**config.mk**
```make
export PLATFORM = sky130hd
export DESIGN_NAME = idq_top
export DESIGN_NICKNAME = d
export VERILOG_FILES = /design/src/include/idq_pkg.sv /design/src/core/idq_sync.sv /design/src/core/idq_debounce.sv /design/src/core/idq_top.sv
export SDC_FILE = /design/constraint.sdc
export NUM_CORES = 1
export LEC_CHECK = 0
export ABC_AREA = 1
export BUFFER_PORTS_ARGS = -buffer_cell sky130_fd_sc_hd__buf_2
export CORE_MARGIN = 4
export CORE_UTILIZATION = 58
export DETAILED_ROUTE_END_ITERATION = 10
export PLACE_DENSITY_LB_ADDON = 0.15
export SETUP_SLACK_MARGIN = 0.4
export SYNTH_ARGS = -nofsm -noshare
export SYNTH_HDL_FRONTEND = slang
export SYNTH_SLANG_ARGS = --single-unit
```
**constraint.sdc**
```tcl
create_clock -name mclk -period 17.55 [get_ports mclk]
set_input_delay 0.8775 -clock mclk [delete_from_list [all_inputs] [get_ports mclk]]
set_output_delay 0.8775 -clock mclk [all_outputs]
set_load 0.005 [all_outputs]
```
**src/include/idq_pkg.sv**
```systemverilog
// idq_pkg: shared constants, types and decode helpers
package idq_pkg;
    localparam int IDQ_NCH  = 4;  // counter input channels
    localparam int IDQ_NENC = 2;  // encoder slots (A even, B odd)
    localparam int IDQ_CW   = 22; // debounce counter width
    localparam int IDQ_ZCH  = 2;  // channel that carries index

    // clock period in ns (100 MHz)
    localparam int unsigned IDQ_CLK_NS = 10;

    // debounce settings, in ns
    localparam int unsigned IDQ_DB_SHORTEST_NS = 500;
    localparam int unsigned IDQ_DB_LONGEST_NS  = 25_500_000;
    localparam int unsigned IDQ_DB_NS [16] = '{
        IDQ_DB_SHORTEST_NS, 1_000, 2_000, 5_000,
        10_000, 20_000, 50_000, 100_000,
        200_000, 500_000, 1_000_000, 2_000_000,
        5_000_000, 10_000_000, 20_000_000, IDQ_DB_LONGEST_NS
    };
    // least times round up to whole cycles
    localparam int unsigned IDQ_DB_CYC_LONGEST =
        (IDQ_DB_LONGEST_NS + IDQ_CLK_NS - 1) / IDQ_CLK_NS;

    // start values for counts and timer, count step and count ceiling
    localparam logic [31:0]       IDQ_CNT_RST = 32'h0000_0000;
    localparam logic [IDQ_CW-1:0] IDQ_TMR_RST = 22'h00_0000;
    localparam logic [31:0]       IDQ_ONE     = 32'h0000_0001;
    localparam logic [31:0]       IDQ_CNT_MAX = 32'hFFFF_FFFF;

    // filter mode; 2'b11 behaves as bypass
    typedef enum logic [1:0] {
        IDQ_DB_AFTER  = 2'b00,
        IDQ_DB_BEFORE = 2'b01,
        IDQ_DB_BYPASS = 2'b10
    } idq_db_mode_t;

    // edge multiplication; 2'b11 behaves as four-times
    typedef enum logic [1:0] {
        IDQ_X1 = 2'b00,
        IDQ_X2 = 2'b01,
        IDQ_X4 = 2'b10
    } idq_mult_t;

    // debounce time select to cycle count, capped for short sims
    function automatic logic [IDQ_CW-1:0] idq_db_cycles(
        input logic [3:0]        sel,
        input logic [IDQ_CW-1:0] cap
    );
        logic [IDQ_CW-1:0] c;
        c = IDQ_CW'((IDQ_DB_NS[sel] + IDQ_CLK_NS - 1) / IDQ_CLK_NS);
        return (c > cap) ? cap : c;
    endfunction

    // quadrature step: {count, up}
    function automatic logic [1:0] idq_quad_step(
        input logic       a0,
        input logic       a1,
        input logic       b0,
        input logic       b1,
        input logic [1:0] m
    );
        logic ea;
        logic eb;
        logic [1:0] r;
        ea = a0 ^ a1;
        eb = b0 ^ b1;
        r  = 2'b00;
        case (m)
            IDQ_X1: r = {a1 & ~a0 & ~eb, a1 ^ b1};
            IDQ_X2: r = {ea & ~eb, a1 ^ b1};
            default: begin
                // a and b moving together is illegal: skip it
                if (ea && !eb) begin
                    r = {1'b1, a1 ^ b1};
                end else if (eb && !ea) begin
                    r = {1'b1, ~(a1 ^ b1)};
                end
            end
        endcase
        return r;
    endfunction
endpackage

```
**src/core/idq_sync.sv**
```systemverilog
// idq_sync: two-flop synchroniser for the raw inputs
`timescale 1ns/1ps
`default_nettype none
module idq_sync
    import idq_pkg::*;
#(
    parameter int W = 1
) (
    input  wire logic         mclk,
    input  wire logic         resetn,
    input  wire logic [W-1:0] d,
    output logic      [W-1:0] q
);
    // first stage feeds only the second
    typedef struct packed {
        logic [W-1:0] s1;
        logic [W-1:0] s2;
    } idq_sync_st_t;

    idq_sync_st_t st;      // registered state
    idq_sync_st_t next_st; // next state

    // shift the pins through two stages
    always_comb begin
        next_st    = st;
        next_st.s1 = d;
        next_st.s2 = st.s1;
    end

    // synchronous reset to zero
    always_ff @(posedge mclk) begin
        if (!resetn) begin
            st <= '0;
        end else begin
            st <= next_st;
        end
    end

    assign q = st.s2;
endmodule
`default_nettype wire

```
**src/core/idq_debounce.sv**
```systemverilog
// idq_debounce: one channel of inversion and debounce filter
`timescale 1ns/1ps
`default_nettype none
module idq_debounce
    import idq_pkg::*;
(
    input  wire logic              mclk,
    input  wire logic              resetn,
    input  wire logic              raw,
    input  wire logic              invert,
    input  wire logic [1:0]        mode,
    input  wire logic [3:0]        tsel,
    input  wire logic [IDQ_CW-1:0] cap,
    output logic                   filt
);
    typedef struct packed {
        logic              prev; // level seen last cycle
        logic              out;  // filtered level
        logic [IDQ_CW-1:0] cnt;  // cycles prev has held
    } idq_db_st_t;

    idq_db_st_t        st;      // registered state
    idq_db_st_t        next_st; // next state
    logic              lvl;     // input after inversion
    logic [IDQ_CW-1:0] target;  // selected debounce count
    logic              stable;  // level held for debounce time
    logic              edge_in; // level differs from last cycle

    assign lvl     = raw ^ invert;
    assign target  = idq_db_cycles(tsel, cap);
    assign stable  = (st.cnt >= target); // a lowered setting counts as met at once
    assign edge_in = (lvl != st.prev);

    // stability timer and output decision
    always_comb begin
        next_st      = st;
        next_st.prev = lvl;
        // any raw change restarts the timer
        if (edge_in) begin
            next_st.cnt = IDQ_TMR_RST;
        end else if (!stable) begin
            next_st.cnt = st.cnt + 22'h00_0001;
        end
        case (mode)
            IDQ_DB_AFTER: begin
                // move only after the new level settled
                if (stable && st.out != st.prev) begin
                    next_st.out = st.prev;
                end
            end
            IDQ_DB_BEFORE: begin
                // pass an edge at once if quiet before it
                if (edge_in && stable) begin
                    next_st.out = lvl;
                end else if (stable && st.out != st.prev) begin
                    // burst ended on the other level: settle to it
                    next_st.out = st.prev;
                end
            end
            default: begin
                next_st.out = lvl;
            end
        endcase
    end

    // synchronous reset, output starts low
    always_ff @(posedge mclk) begin
        if (!resetn) begin
            st <= '0;
        end else begin
            st <= next_st;
        end
    end

    assign filt = st.out;
endmodule
`default_nettype wire

```
**src/core/idq_top.sv**
```systemverilog
// idq_top: counter input front end with quadrature decoder
`timescale 1ns/1ps
`default_nettype none
module idq_top
    import idq_pkg::*;
#(
    // longest debounce count; lower it to shorten simulation
    parameter int unsigned deb_cycle_cap = IDQ_DB_CYC_LONGEST
) (
    input  wire logic                     mclk,
    input  wire logic                     resetn,
    input  wire logic [IDQ_NCH-1:0]       ctr_in,
    input  wire logic [IDQ_NCH-1:0]       ctr_invert,
    input  wire logic [2*IDQ_NCH-1:0]     db_mode,
    input  wire logic [4*IDQ_NCH-1:0]     db_time,
    input  wire logic                     acq_start,
    input  wire logic                     index_en,
    input  wire logic [2*IDQ_NENC-1:0]    enc_mult,
    input  wire logic [IDQ_NENC-1:0]      enc_wide,
    output logic      [IDQ_NCH-1:0]       filt_out,
    output logic      [IDQ_NENC-1:0][31:0] enc_pos,
    output logic      [IDQ_NENC-1:0]      enc_dir,
    output logic      [IDQ_NENC-1:0][31:0] enc_period,
    output logic      [31:0]              enc_revs
);
    // cap cut to the timer width on purpose
    localparam logic [IDQ_CW-1:0] CAP = IDQ_CW'(deb_cycle_cap);

    // all decoder state in one record
    typedef struct packed {
        logic [IDQ_NENC-1:0]       a_d;     // last phase a
        logic [IDQ_NENC-1:0]       b_d;     // last phase b
        logic                      z_d;     // last index
        logic [IDQ_NENC-1:0][31:0] pos;     // position count
        logic [IDQ_NENC-1:0][31:0] per_cnt; // cycles since a rise
        logic [IDQ_NENC-1:0][31:0] period;  // last a period
        logic [IDQ_NENC-1:0]       dir;     // 1 = forward
        logic [31:0]               revs;    // index crossings
    } idq_top_st_t;

    idq_top_st_t         st;       // registered state
    idq_top_st_t         next_st;  // next state
    logic [IDQ_NCH-1:0]  raw_sync; // inputs in clock domain
    logic [IDQ_NCH-1:0]  filt;     // filtered levels
    logic [IDQ_NENC-1:0] enc_on;   // encoder slot usable
    logic [IDQ_NENC-1:0] step_cnt; // count this cycle
    logic [IDQ_NENC-1:0] step_up;  // count direction
    logic [IDQ_NENC-1:0] a_rise;   // phase a rising
    logic [IDQ_NENC-1:0] a_fall;   // phase a falling
    logic                z_rise;   // index marker edge

    // pins cross into mclk before any decode; two stages plus
    // the filter flop still leave margin at 20 MHz input
    idq_sync #(
        .W(IDQ_NCH)
    ) u_sync (
        .mclk   (mclk),
        .resetn (resetn),
        .d      (ctr_in),
        .q      (raw_sync)
    );

    // one filter per input channel
    genvar g;
    generate
        for (g = 0; g < IDQ_NCH; g++) begin : g_db
            idq_debounce u_db (
                .mclk   (mclk),
                .resetn (resetn),
                .raw    (raw_sync[g]),
                .invert (ctr_invert[g]),
                .mode   (db_mode[2*g +: 2]),
                .tsel   (db_time[4*g +: 4]),
                .cap    (CAP),
                .filt   (filt[g])
            );
        end
    endgenerate

    // index steals channel 2, so slot 1 is off while it is used
    assign enc_on = {~index_en, 1'b1};
    assign z_rise = index_en & filt[IDQ_ZCH] & ~st.z_d;

    // edge helpers per encoder slot
    always_comb begin
        for (int e = 0; e < IDQ_NENC; e++) begin
            {step_cnt[e], step_up[e]} = idq_quad_step(
                st.a_d[e], filt[2*e],
                st.b_d[e], filt[2*e+1],
                enc_mult[2*e +: 2]);
            a_rise[e] = filt[2*e] & ~st.a_d[e];
            a_fall[e] = ~filt[2*e] & st.a_d[e];
        end
    end

    // counters, direction, period and revolutions
    always_comb begin
        next_st     = st;
        next_st.z_d = filt[IDQ_ZCH];
        for (int e = 0; e < IDQ_NENC; e++) begin
            next_st.a_d[e] = filt[2*e];
            next_st.b_d[e] = filt[2*e+1];
            // up when a leads b, down when it lags
            if (step_cnt[e]) begin
                if (step_up[e]) begin
                    next_st.pos[e] = st.pos[e] + IDQ_ONE;
                end else begin
                    next_st.pos[e] = st.pos[e] - IDQ_ONE;
                end
                next_st.dir[e] = step_up[e];
            end
            // velocity as cycles between a rises
            if (a_rise[e]) begin
                next_st.period[e]  = st.per_cnt[e] + IDQ_ONE;
                next_st.per_cnt[e] = IDQ_CNT_RST;
            end else if (st.per_cnt[e] != IDQ_CNT_MAX) begin
                // saturate; the next a rise then wraps the period to zero
                next_st.per_cnt[e] = st.per_cnt[e] + IDQ_ONE;
            end
            // narrow counter rolls over at 16 bits
            if (!enc_wide[e]) begin
                next_st.pos[e][31:16] = 16'h0000;
            end
            // unusable slot holds everything at zero
            if (!enc_on[e]) begin
                next_st.pos[e]     = IDQ_CNT_RST;
                next_st.per_cnt[e] = IDQ_CNT_RST;
                next_st.period[e]  = IDQ_CNT_RST;
                next_st.dir[e]     = 1'b0;
            end
        end
        // index wins over a count in the same cycle
        if (z_rise) begin
            next_st.pos[0] = IDQ_CNT_RST;
            next_st.revs   = st.revs + IDQ_ONE;
        end
        // a new acquisition starts every count from zero
        if (acq_start) begin
            for (int e = 0; e < IDQ_NENC; e++) begin
                next_st.pos[e]     = IDQ_CNT_RST;
                next_st.per_cnt[e] = IDQ_CNT_RST;
                next_st.period[e]  = IDQ_CNT_RST;
            end
            next_st.revs = IDQ_CNT_RST;
        end
    end

    // synchronous reset clears all counts
    always_ff @(posedge mclk) begin
        if (!resetn) begin
            st <= '0;
        end else begin
            st <= next_st;
        end
    end

    // outputs straight from state flops
    assign filt_out   = filt;
    assign enc_pos    = st.pos;
    assign enc_dir    = st.dir;
    assign enc_period = st.period;
    assign enc_revs   = st.revs;

    // plain step with nothing overriding it
    logic quiet0;
    assign quiet0 = !acq_start && !z_rise && enc_wide[0];
endmodule
`default_nettype wire

```
==> qor.tcl, run 1 <==
set qor(detailedPlacementHpwl_um) 73480
set qor(max_slew_violation_total_from_the_final_report) 0
set qor(die-width_um) 257.9
set qor(route.met3.wl_um) 4864
set qor(fp.dieArea_um2) 66540
set qor(wl_per_cell_um) 13.60
set qor(setup_viols_final) 0
set qor(crit_type) {primary input to flip-flop}
set qor(dominant_combinational_cell_family_by_area_after_synthesis) {simple AND/OR/NAND/NOR gates}
set qor(detail_route.drc_violations) 0
set qor(fill_cells) 6074
set qor(highest-signal-layer) {met4}
set qor(largest_net_degree_at_the_start_of_global_routing) 55
set qor(reg2reg_depth) 42
set qor(cts_buffers) 40
set qor(worst_hold_path.num_cells) 2
set qor(detailroute.wirelength.met2_um) 42940
set qor(clock_tree_from_tritoncts) {yes}
set qor(critical-path-top-cell-by-count) {sky130_fd_sc_hd__nand2_1}
set qor(mostFrequentLayoutCell) {sky130_fd_sc_hd__nand2_1}
set qor(syn-num-nets) 6167
set qor(ys_dominant_reg_cell) {sky130_fd_sc_hd__dfxtp_1}
set qor(min_delay_worst_endpoint) {u_sync.q[3]}
set qor(min-delay-start) {u_sync.next_st[3]}
set qor(hold_violations) 0
set qor(initial_utilization_pct) 58.61
set qor(timing.hold.worst.class) {flip-flop to flip-flop}
set qor(synth-adder-area-share_pct) 7.327
set qor(vias_per_cell) 5.343
set qor(synthesis.area_per_instance_um2) 6.127
set qor(finalCriticalPeriod_ns) 15.55
set qor(design.final.nets) 6170
set qor(critical_path.reg2reg.endpoint) {enc_pos[31]}
set qor(ctsHtreeMaxLevel) 2
set qor(drv_cap) 0
set qor(drtIter0Drc) 2384
set qor(total_number_of_vias) 36233
set qor(synth_enable_flop_cells) 0
set qor(netlist_instances) 5914
set qor(cp_data_required_time_ns) 17.99
set qor(synth-xor-area-share_pct) 5.190
set qor(synth_mux_area_share_pct) 0.08287
set qor(final.setup.tns_ns) 0
set qor(synth-simple-area-share_pct) 41.27
set qor(sequential_element_share_of_the_synthesized_area_pct) 18.45
set qor(core_um2) 61830
set qor(register_area_um2) 6686
set qor(clk_pin_slew_ns) 0.06
set qor(area.growth.synth_to_final_pct) 5.352
set qor(fin_crit_sh_pct) 88.62
set qor(synth_area_in_compound_gates_pct) 13.10
set qor(design.portCount) 208
set qor(grt_pass1_wl_um) 152100
set qor(fin_util_pct) 61.74
set qor(antenna_left) 0
set qor(worst_slew_margin_rel_pct) 30.04
set qor(grt_pass1_vias) 32494
set qor(critical-path-top-delay-family) {simple AND/OR/NAND/NOR gates}
set qor(place.gp.congestion) 0.9703
set qor(yosys_register_bits) 334
set qor(grt.total_usage_pct) 26.24
set qor(final_cell_mix) {sky130_fd_sc_hd__nand2_1 (1,443), sky130_fd_sc_hd__inv_1 (831), sky130_fd_sc_hd__nand3_1 (533)}
set qor(detail_route.wirelength.met1_um) 42740
set qor(clk_root_buffer_cell) {sky130_fd_sc_hd__clkbuf_16}
set qor(router_iterations_before_antenna_repair) 7
set qor(initial_antenna_violation_count) 1
set qor(globalRouteOverflowTotal) 0
set qor(timing.fmax_mhz) 64.30
set qor(synth_area_um2) 36230
set qor(clock_skew_ns) 0.02939
set qor(tritoncts_num_sinks) 334
set qor(netlist-cell-type-count) 73
set qor(cpPeakStageDelay_ns) 0.29
set qor(tightestPinTransition_ns) 1.047
set qor(worstPathMaxFanout) 15
set qor(worst_skew_pair.late_latency_ns) 0.58
set qor(run_status) {finished, final reports clean}
set qor(yosys_warnings) 0
set qor(rsz0062_at_grt) {yes}
set qor(io_buffers) 207
set qor(reg2reg_start) {g_db[1].u_db.filt}
set qor(wirelength_um) 92260
set qor(crit_buf_inv) 12
set qor(chipHeight_um) 257.9
set qor(multiInputGateArea_um2) 24500
set qor(fp-row-count) 91
set qor(setup.reg_to_reg.worst_slack_ns) 11.27
set qor(setup.worst_path.end_class) {flip-flop}
set qor(drive_gt1_share_pct) 12.00
set qor(slowest_stage) {sky130_fd_sc_hd__ha_2}
set qor(synth_async_sr_flop_share_pct) 0
set qor(cts-root-to-sink-buffers) 3
set qor(ctsHoldBuffers) 0
set qor(startpoint_types) {primary input}
set qor(cp_data_arrival_time_ns) 16.00
## final cells by class
class                      count  area share, %
clock inverter                14         0.5343
timing repair buffer         224          3.048
antenna                        1       0.006555
tap                          837          2.743
multi-input combinational   4414          64.19
sequential                   334          17.52
inverter                     903          9.010
clock buffer                  55          2.953
## synthesized netlist by cell type, types with 10 or more instances
cell | n | area share, %
sky130_fd_sc_hd__a211oi_1 | 11 | 0.23
sky130_fd_sc_hd__a21oi_1 | 289 | 4.0
sky130_fd_sc_hd__a22o_1 | 19 | 0.46
sky130_fd_sc_hd__a31oi_1 | 10 | 0.17
sky130_fd_sc_hd__buf_4 | 178 | 3.7
sky130_fd_sc_hd__buf_6 | 24 | 0.75
sky130_fd_sc_hd__clkbuf_1 | 49 | 0.51
sky130_fd_sc_hd__clkinv_1 | 13 | 0.13
sky130_fd_sc_hd__dfxtp_1 | 334 | 18
sky130_fd_sc_hd__ha_1 | 209 | 7.2
sky130_fd_sc_hd__inv_1 | 832 | 8.6
sky130_fd_sc_hd__inv_2 | 43 | 0.45
sky130_fd_sc_hd__nand2_1 | 1447 | 15
sky130_fd_sc_hd__nand2_2 | 138 | 2.4
sky130_fd_sc_hd__nand2_4 | 28 | 0.87
sky130_fd_sc_hd__nand3_1 | 537 | 7.4
sky130_fd_sc_hd__nand3_2 | 75 | 2.1
sky130_fd_sc_hd__nand3_4 | 14 | 0.68
sky130_fd_sc_hd__nand3b_1 | 30 | 0.62
sky130_fd_sc_hd__nand4_1 | 168 | 2.9
sky130_fd_sc_hd__nor2_1 | 519 | 5.4
sky130_fd_sc_hd__nor2_2 | 19 | 0.33
sky130_fd_sc_hd__nor2_4 | 19 | 0.59
sky130_fd_sc_hd__nor3_1 | 102 | 1.4
sky130_fd_sc_hd__nor4_1 | 23 | 0.40
sky130_fd_sc_hd__o211ai_1 | 26 | 0.54
sky130_fd_sc_hd__o21a_1 | 14 | 0.29
sky130_fd_sc_hd__o21ai_0 | 285 | 3.9
sky130_fd_sc_hd__o21ai_1 | 18 | 0.25
sky130_fd_sc_hd__o21bai_1 | 64 | 1.3
sky130_fd_sc_hd__o22ai_1 | 15 | 0.26
sky130_fd_sc_hd__or2_2 | 17 | 0.29
sky130_fd_sc_hd__xnor2_1 | 68 | 1.6
sky130_fd_sc_hd__xor2_1 | 144 | 3.5
## cells by family after synthesis
| logic type | count (synthesis) |
|---|---|
| compound gates | 813 |
| xor+xnor | 213 |
| fa+ha+maj | 211 |
| buf+inv | 1166 |
| flops | 334 |
| mux | 3 |
| simple gates | 3174 |
## flip-flops by register name, summed over array words and instances (netlist names)
| register | cells |
|---|---|
| u_sync.next_st | 4 |
| u_sync.q | 4 |
| enc_dir | 2 |
| g_db.u_db.filt | 4 |
| enc_period | 64 |
| st | 68 |
| enc_pos | 64 |
| enc_revs | 32 |
| g_db.u_db.st | 92 |
## per-stage QoR
stage	area [um^2]	std cells	hold slack (ns)	worst slack, ns
floorplan	36230	5914	0.3905	4.153
global placement	36620	6709	0.3950	0.8828
detailed placement	36620	6709	0.4081	0.2470
CTS	37950	6778	0.4207	0.8322
global route	38170	6782	0.4451	0.3497
finish	38170	6782	0.4180	1.997
## how the worst max path moves through the flow
stage	end	start	slack, ns	depth (start not counted)
2_1_floorplan	g_db[0].u_db.st[20]	db_time[0]	4.15	119
3_3_place_gp	g_db[0].u_db.st[20]	db_time[0]	0.88	113
3_5_place_dp	g_db[0].u_db.st[20]	db_time[0]	0.25	114
4_1_cts	g_db[0].u_db.st[20]	db_time[0]	0.83	114
5_1_grt	g_db[1].u_db.st[16]	db_time[4]	0.35	113
6_report	g_db[0].u_db.st[20]	db_time[0]	2.00	118
## per-layer routing
layer / GRT usage, % / up-vias
met4: 5.727 / 0
met2: 45.36 / 739
li1: - / 19130
met3: 3.815 / 117
met5: 0 / -
met1: 34.81 / 16247
## worst min-delay path, stage by stage, from the launching register on
cell and delay [ns]:
sky130_fd_sc_hd__dfxtp_1 0.31, sky130_fd_sc_hd__nand2_1 0.05, sky130_fd_sc_hd__inv_1 0.04
## what timing repair did
action                     CTS  global route
setup buffers                0             3
gates resized for setup      0            38
setup endpoints to repair    0            51
Power of run 1 is not shown: default switching activity piles up to over one toggle a cycle in this logic, so the estimate is an artifact.
==> inputs of run 2 (changes only) <==
--- a/config.mk
+++ b/config.mk
@@ -8,7 +8,7 @@
 export ABC_AREA = 1
 export BUFFER_PORTS_ARGS = -buffer_cell sky130_fd_sc_hd__buf_2
 export CORE_MARGIN = 4
-export CORE_UTILIZATION = 58
+export CORE_UTILIZATION = 55
 export DETAILED_ROUTE_END_ITERATION = 10
 export PLACE_DENSITY_LB_ADDON = 0.15
 export SETUP_SLACK_MARGIN = 0.4
==> run 2 against run 1 <==
Final cell count rose by 0.35%. Highest routed layer unchanged. Clock skew fell by 0.0091 ns. Setup slack got worse by 0.068 ns. Die area rose by 5.3%. Largest cell class unchanged. Routed wire length fell by 0.54%. Count of clock-buffer cells in the layout rose by 3. Final area rose by 0.15%.
==> qor.tcl, run 2 (synthesized netlist as in run 1, its figures left out) <==
set qor(pre_cts_slack_ns) -0.09751 ;# was 0.2470 ns
set qor(initial_utilization_pct) 55.91 ;# was 58.61%
set qor(fin_util_pct) 58.99 ;# was 61.74%
set qor(drive_gt1_share_pct) 12.05 ;# was 12.00%
set qor(io_buffers) 207 ;# unchanged
set qor(mostFrequentLayoutCell) {sky130_fd_sc_hd__nand2_1} ;# unchanged
set qor(grt.total_usage_pct) 25.00 ;# was 26.24%
set qor(reg2reg_depth) 42 ;# unchanged
set qor(critical-path-top-cell-by-count) {sky130_fd_sc_hd__nand2_1} ;# unchanged
set qor(startpoint_types) {primary input} ;# unchanged
set qor(run_status) {finished, final reports clean} ;# unchanged
set qor(clock_tree_from_tritoncts) {yes} ;# unchanged
set qor(cpPeakStageDelay_ns) 0.34 ;# was 0.29 ns
set qor(cts-root-to-sink-buffers) 3 ;# unchanged
set qor(worst_slew_margin_rel_pct) 28.36 ;# was 30.04%
set qor(antenna_left) 0 ;# unchanged
set qor(finalCriticalPeriod_ns) 15.62 ;# was 15.55 ns
set qor(tritoncts_num_sinks) 334 ;# unchanged
set qor(worstPathMaxFanout) 15 ;# unchanged
set qor(cts_buffers) 40 ;# unchanged
set qor(detail_route.drc_violations) 0 ;# unchanged
set qor(fin_crit_sh_pct) 89.01 ;# was 88.62%
set qor(worst_skew_pair.late_latency_ns) 0.58 ;# about the same
set qor(fill_cells) 6437 ;# was 6,074
set qor(vias_per_cell) 5.269 ;# was 5.343
set qor(router_iterations_before_antenna_repair) 8 ;# was 7
set qor(slowest_stage) {sky130_fd_sc_hd__ha_1} ;# was sky130_fd_sc_hd__ha_2
set qor(final.setup.tns_ns) 0 ;# unchanged
set qor(wirelength_um) 91760 ;# was 92,260 um
set qor(globalRouteOverflowTotal) 0 ;# unchanged
set qor(setup.worst_path.end_class) {flip-flop} ;# unchanged
set qor(rsz0062_at_grt) {yes} ;# unchanged
set qor(total_number_of_vias) 35860 ;# was 36,233
set qor(wl_per_cell_um) 13.48 ;# was 13.60 um
set qor(critical-path-top-delay-family) {simple AND/OR/NAND/NOR gates} ;# unchanged
set qor(design.final.nets) 6172 ;# was 6,170
set qor(die-width_um) 264.7 ;# was 257.9 um
set qor(setup_viols_final) 0 ;# unchanged
set qor(largest_reg_flops) 92 ;# unchanged
set qor(worst_hold_path.num_cells) 2 ;# unchanged
set qor(fp.dieArea_um2) 70050 ;# was 66,540 um^2
set qor(crit_buf_inv) 15 ;# was 12
set qor(drv_cap) 0 ;# unchanged
set qor(grt_pass1_vias) 32219 ;# was 32,494
set qor(fp-row-count) 93 ;# was 91
set qor(crit_type) {primary input to flip-flop} ;# unchanged
set qor(biggestRegsByFlops) {g_db.u_db.st: 92 flops, st: 68 flops} ;# unchanged
set qor(hold_violations) 0 ;# unchanged
set qor(design.portCount) 208 ;# unchanged
set qor(final_cells) 6806 ;# was 6,782
set qor(chipHeight_um) 264.7 ;# was 257.9 um
set qor(place.detailed.instances) 6727 ;# was 6,709
set qor(place.gp.congestion) 0.9185 ;# was 0.9703
set qor(clk_pin_slew_ns) 0.06 ;# about the same
set qor(setup_ws_ns) 1.929 ;# was 1.997 ns
set qor(area.growth.synth_to_final_pct) 5.511 ;# was 5.352%
set qor(ctsHtreeMaxLevel) 2 ;# unchanged
set qor(timing.hold.worst.class) {flip-flop to flip-flop} ;# unchanged
set qor(timing.fmax_mhz) 64.02 ;# was 64.30 MHz
set qor(clk_root_buffer_cell) {sky130_fd_sc_hd__clkbuf_16} ;# unchanged
set qor(drtIter0Drc) 2242 ;# was 2,384
set qor(largest_net_degree_at_the_start_of_global_routing) 55 ;# unchanged
set qor(max_flop_register) {g_db.u_db.st} ;# unchanged
set qor(cp_data_required_time_ns) 18.02 ;# was 17.99 ns
set qor(clock_skew_ns) 0.02027 ;# was 0.02939 ns
set qor(max_slew_violation_total_from_the_final_report) 0 ;# unchanged
set qor(initial_antenna_violation_count) 4 ;# was 1
set qor(final_cell_mix) {sky130_fd_sc_hd__nand2_1 (1,444), sky130_fd_sc_hd__inv_1 (831), sky130_fd_sc_hd__nand3_1 (533)} ;# was sky130_fd_sc_hd__nand2_1 (1,443), sky130_fd_sc_hd__inv_1 (831), sky130_fd_sc_hd__nand3_1 (533)
set qor(detailedPlacementHpwl_um) 73390 ;# was 73,480 um
set qor(cp_depth) 118 ;# unchanged
set qor(cp_data_arrival_time_ns) 16.09 ;# was 16.00 ns
set qor(grt_pass1_wl_um) 152900 ;# was 152,100 um
set qor(core_um2) 64810 ;# was 61,830 um^2
set qor(tightestPinTransition_ns) 1.072 ;# was 1.047 ns
[run 2: changes by cell type in the layout (fill, tap and decap cells not counted), moves of 2 or more]
cell	before	now
sky130_fd_sc_hd__o21ai_2	6	9
sky130_fd_sc_hd__nor2_1	514	512
sky130_fd_sc_hd__nand2_4	34	36
sky130_fd_sc_hd__nand2_2	136	133
sky130_fd_sc_hd__clkbuf_8	7	10
[run 2: timing repair]
action / CTS / global route
hold buffers: 0 / 0
endpoints found under the setup margin: 0 / 52
buffers inserted: 0 / 4
hold endpoints to repair: 0 / 0
gates resized for setup: 0 / 38
[run 2: stage by stage]
stage          hold WS [ns]  cell area [um^2]
6_report             0.4149             38230
5_1_grt              0.4367             38230
4_1_cts              0.4097             37990
3_5_place_dp         0.4024             36640
3_3_place_gp         0.4034             36640
2_1_floorplan        0.3905             36230
[run 2: path summary, 6_finish.rpt]
kind	endpoint	start	slack (ns)
max reg2reg	enc_pos[31]	g_db[1].u_db.filt	11.48
max	g_db[0].u_db.st[20]	db_time[0]	1.93
min reg2reg	u_sync.q[0]	u_sync.next_st[0]	0.41
min	u_sync.q[0]	u_sync.next_st[0]	0.41
[run 2: final cells by class]
cell class | instances | area, um^2 | area share [%]
diodes | 2 | 5.005 | 0.01309
multi-input cells | 4415 | 24510 | 64.10
inverters | 903 | 3440 | 8.997
clock buffers | 58 | 1169 | 3.057
repair buffers | 225 | 1171 | 3.063
clock inverters | 14 | 185.2 | 0.4844
flip-flops and latches | 334 | 6686 | 17.49
well taps | 855 | 1070 | 2.798
[run 2: per-layer routing]
| metal | track usage [%] | part of all wire [%] | vias to the layer above |
|---|---|---|---|
| met2 | 41.73 | 45 | 644 |
| met5 | 0 | 0 | - |
| met4 | 7.067 | 2.8 | 0 |
| li1 | - | - | 19132 |
| met3 | 3.731 | 4.8 | 149 |
| met1 | 33.71 | 47 | 15935 |
[run 2: tightest hold or removal path, cell delays in order (launching register included)]
cell and delay (ns):
sky130_fd_sc_hd__dfxtp_1 0.30, sky130_fd_sc_hd__nand2_1 0.05, sky130_fd_sc_hd__inv_1 0.04
Power of run 2 is left out for the same reason.
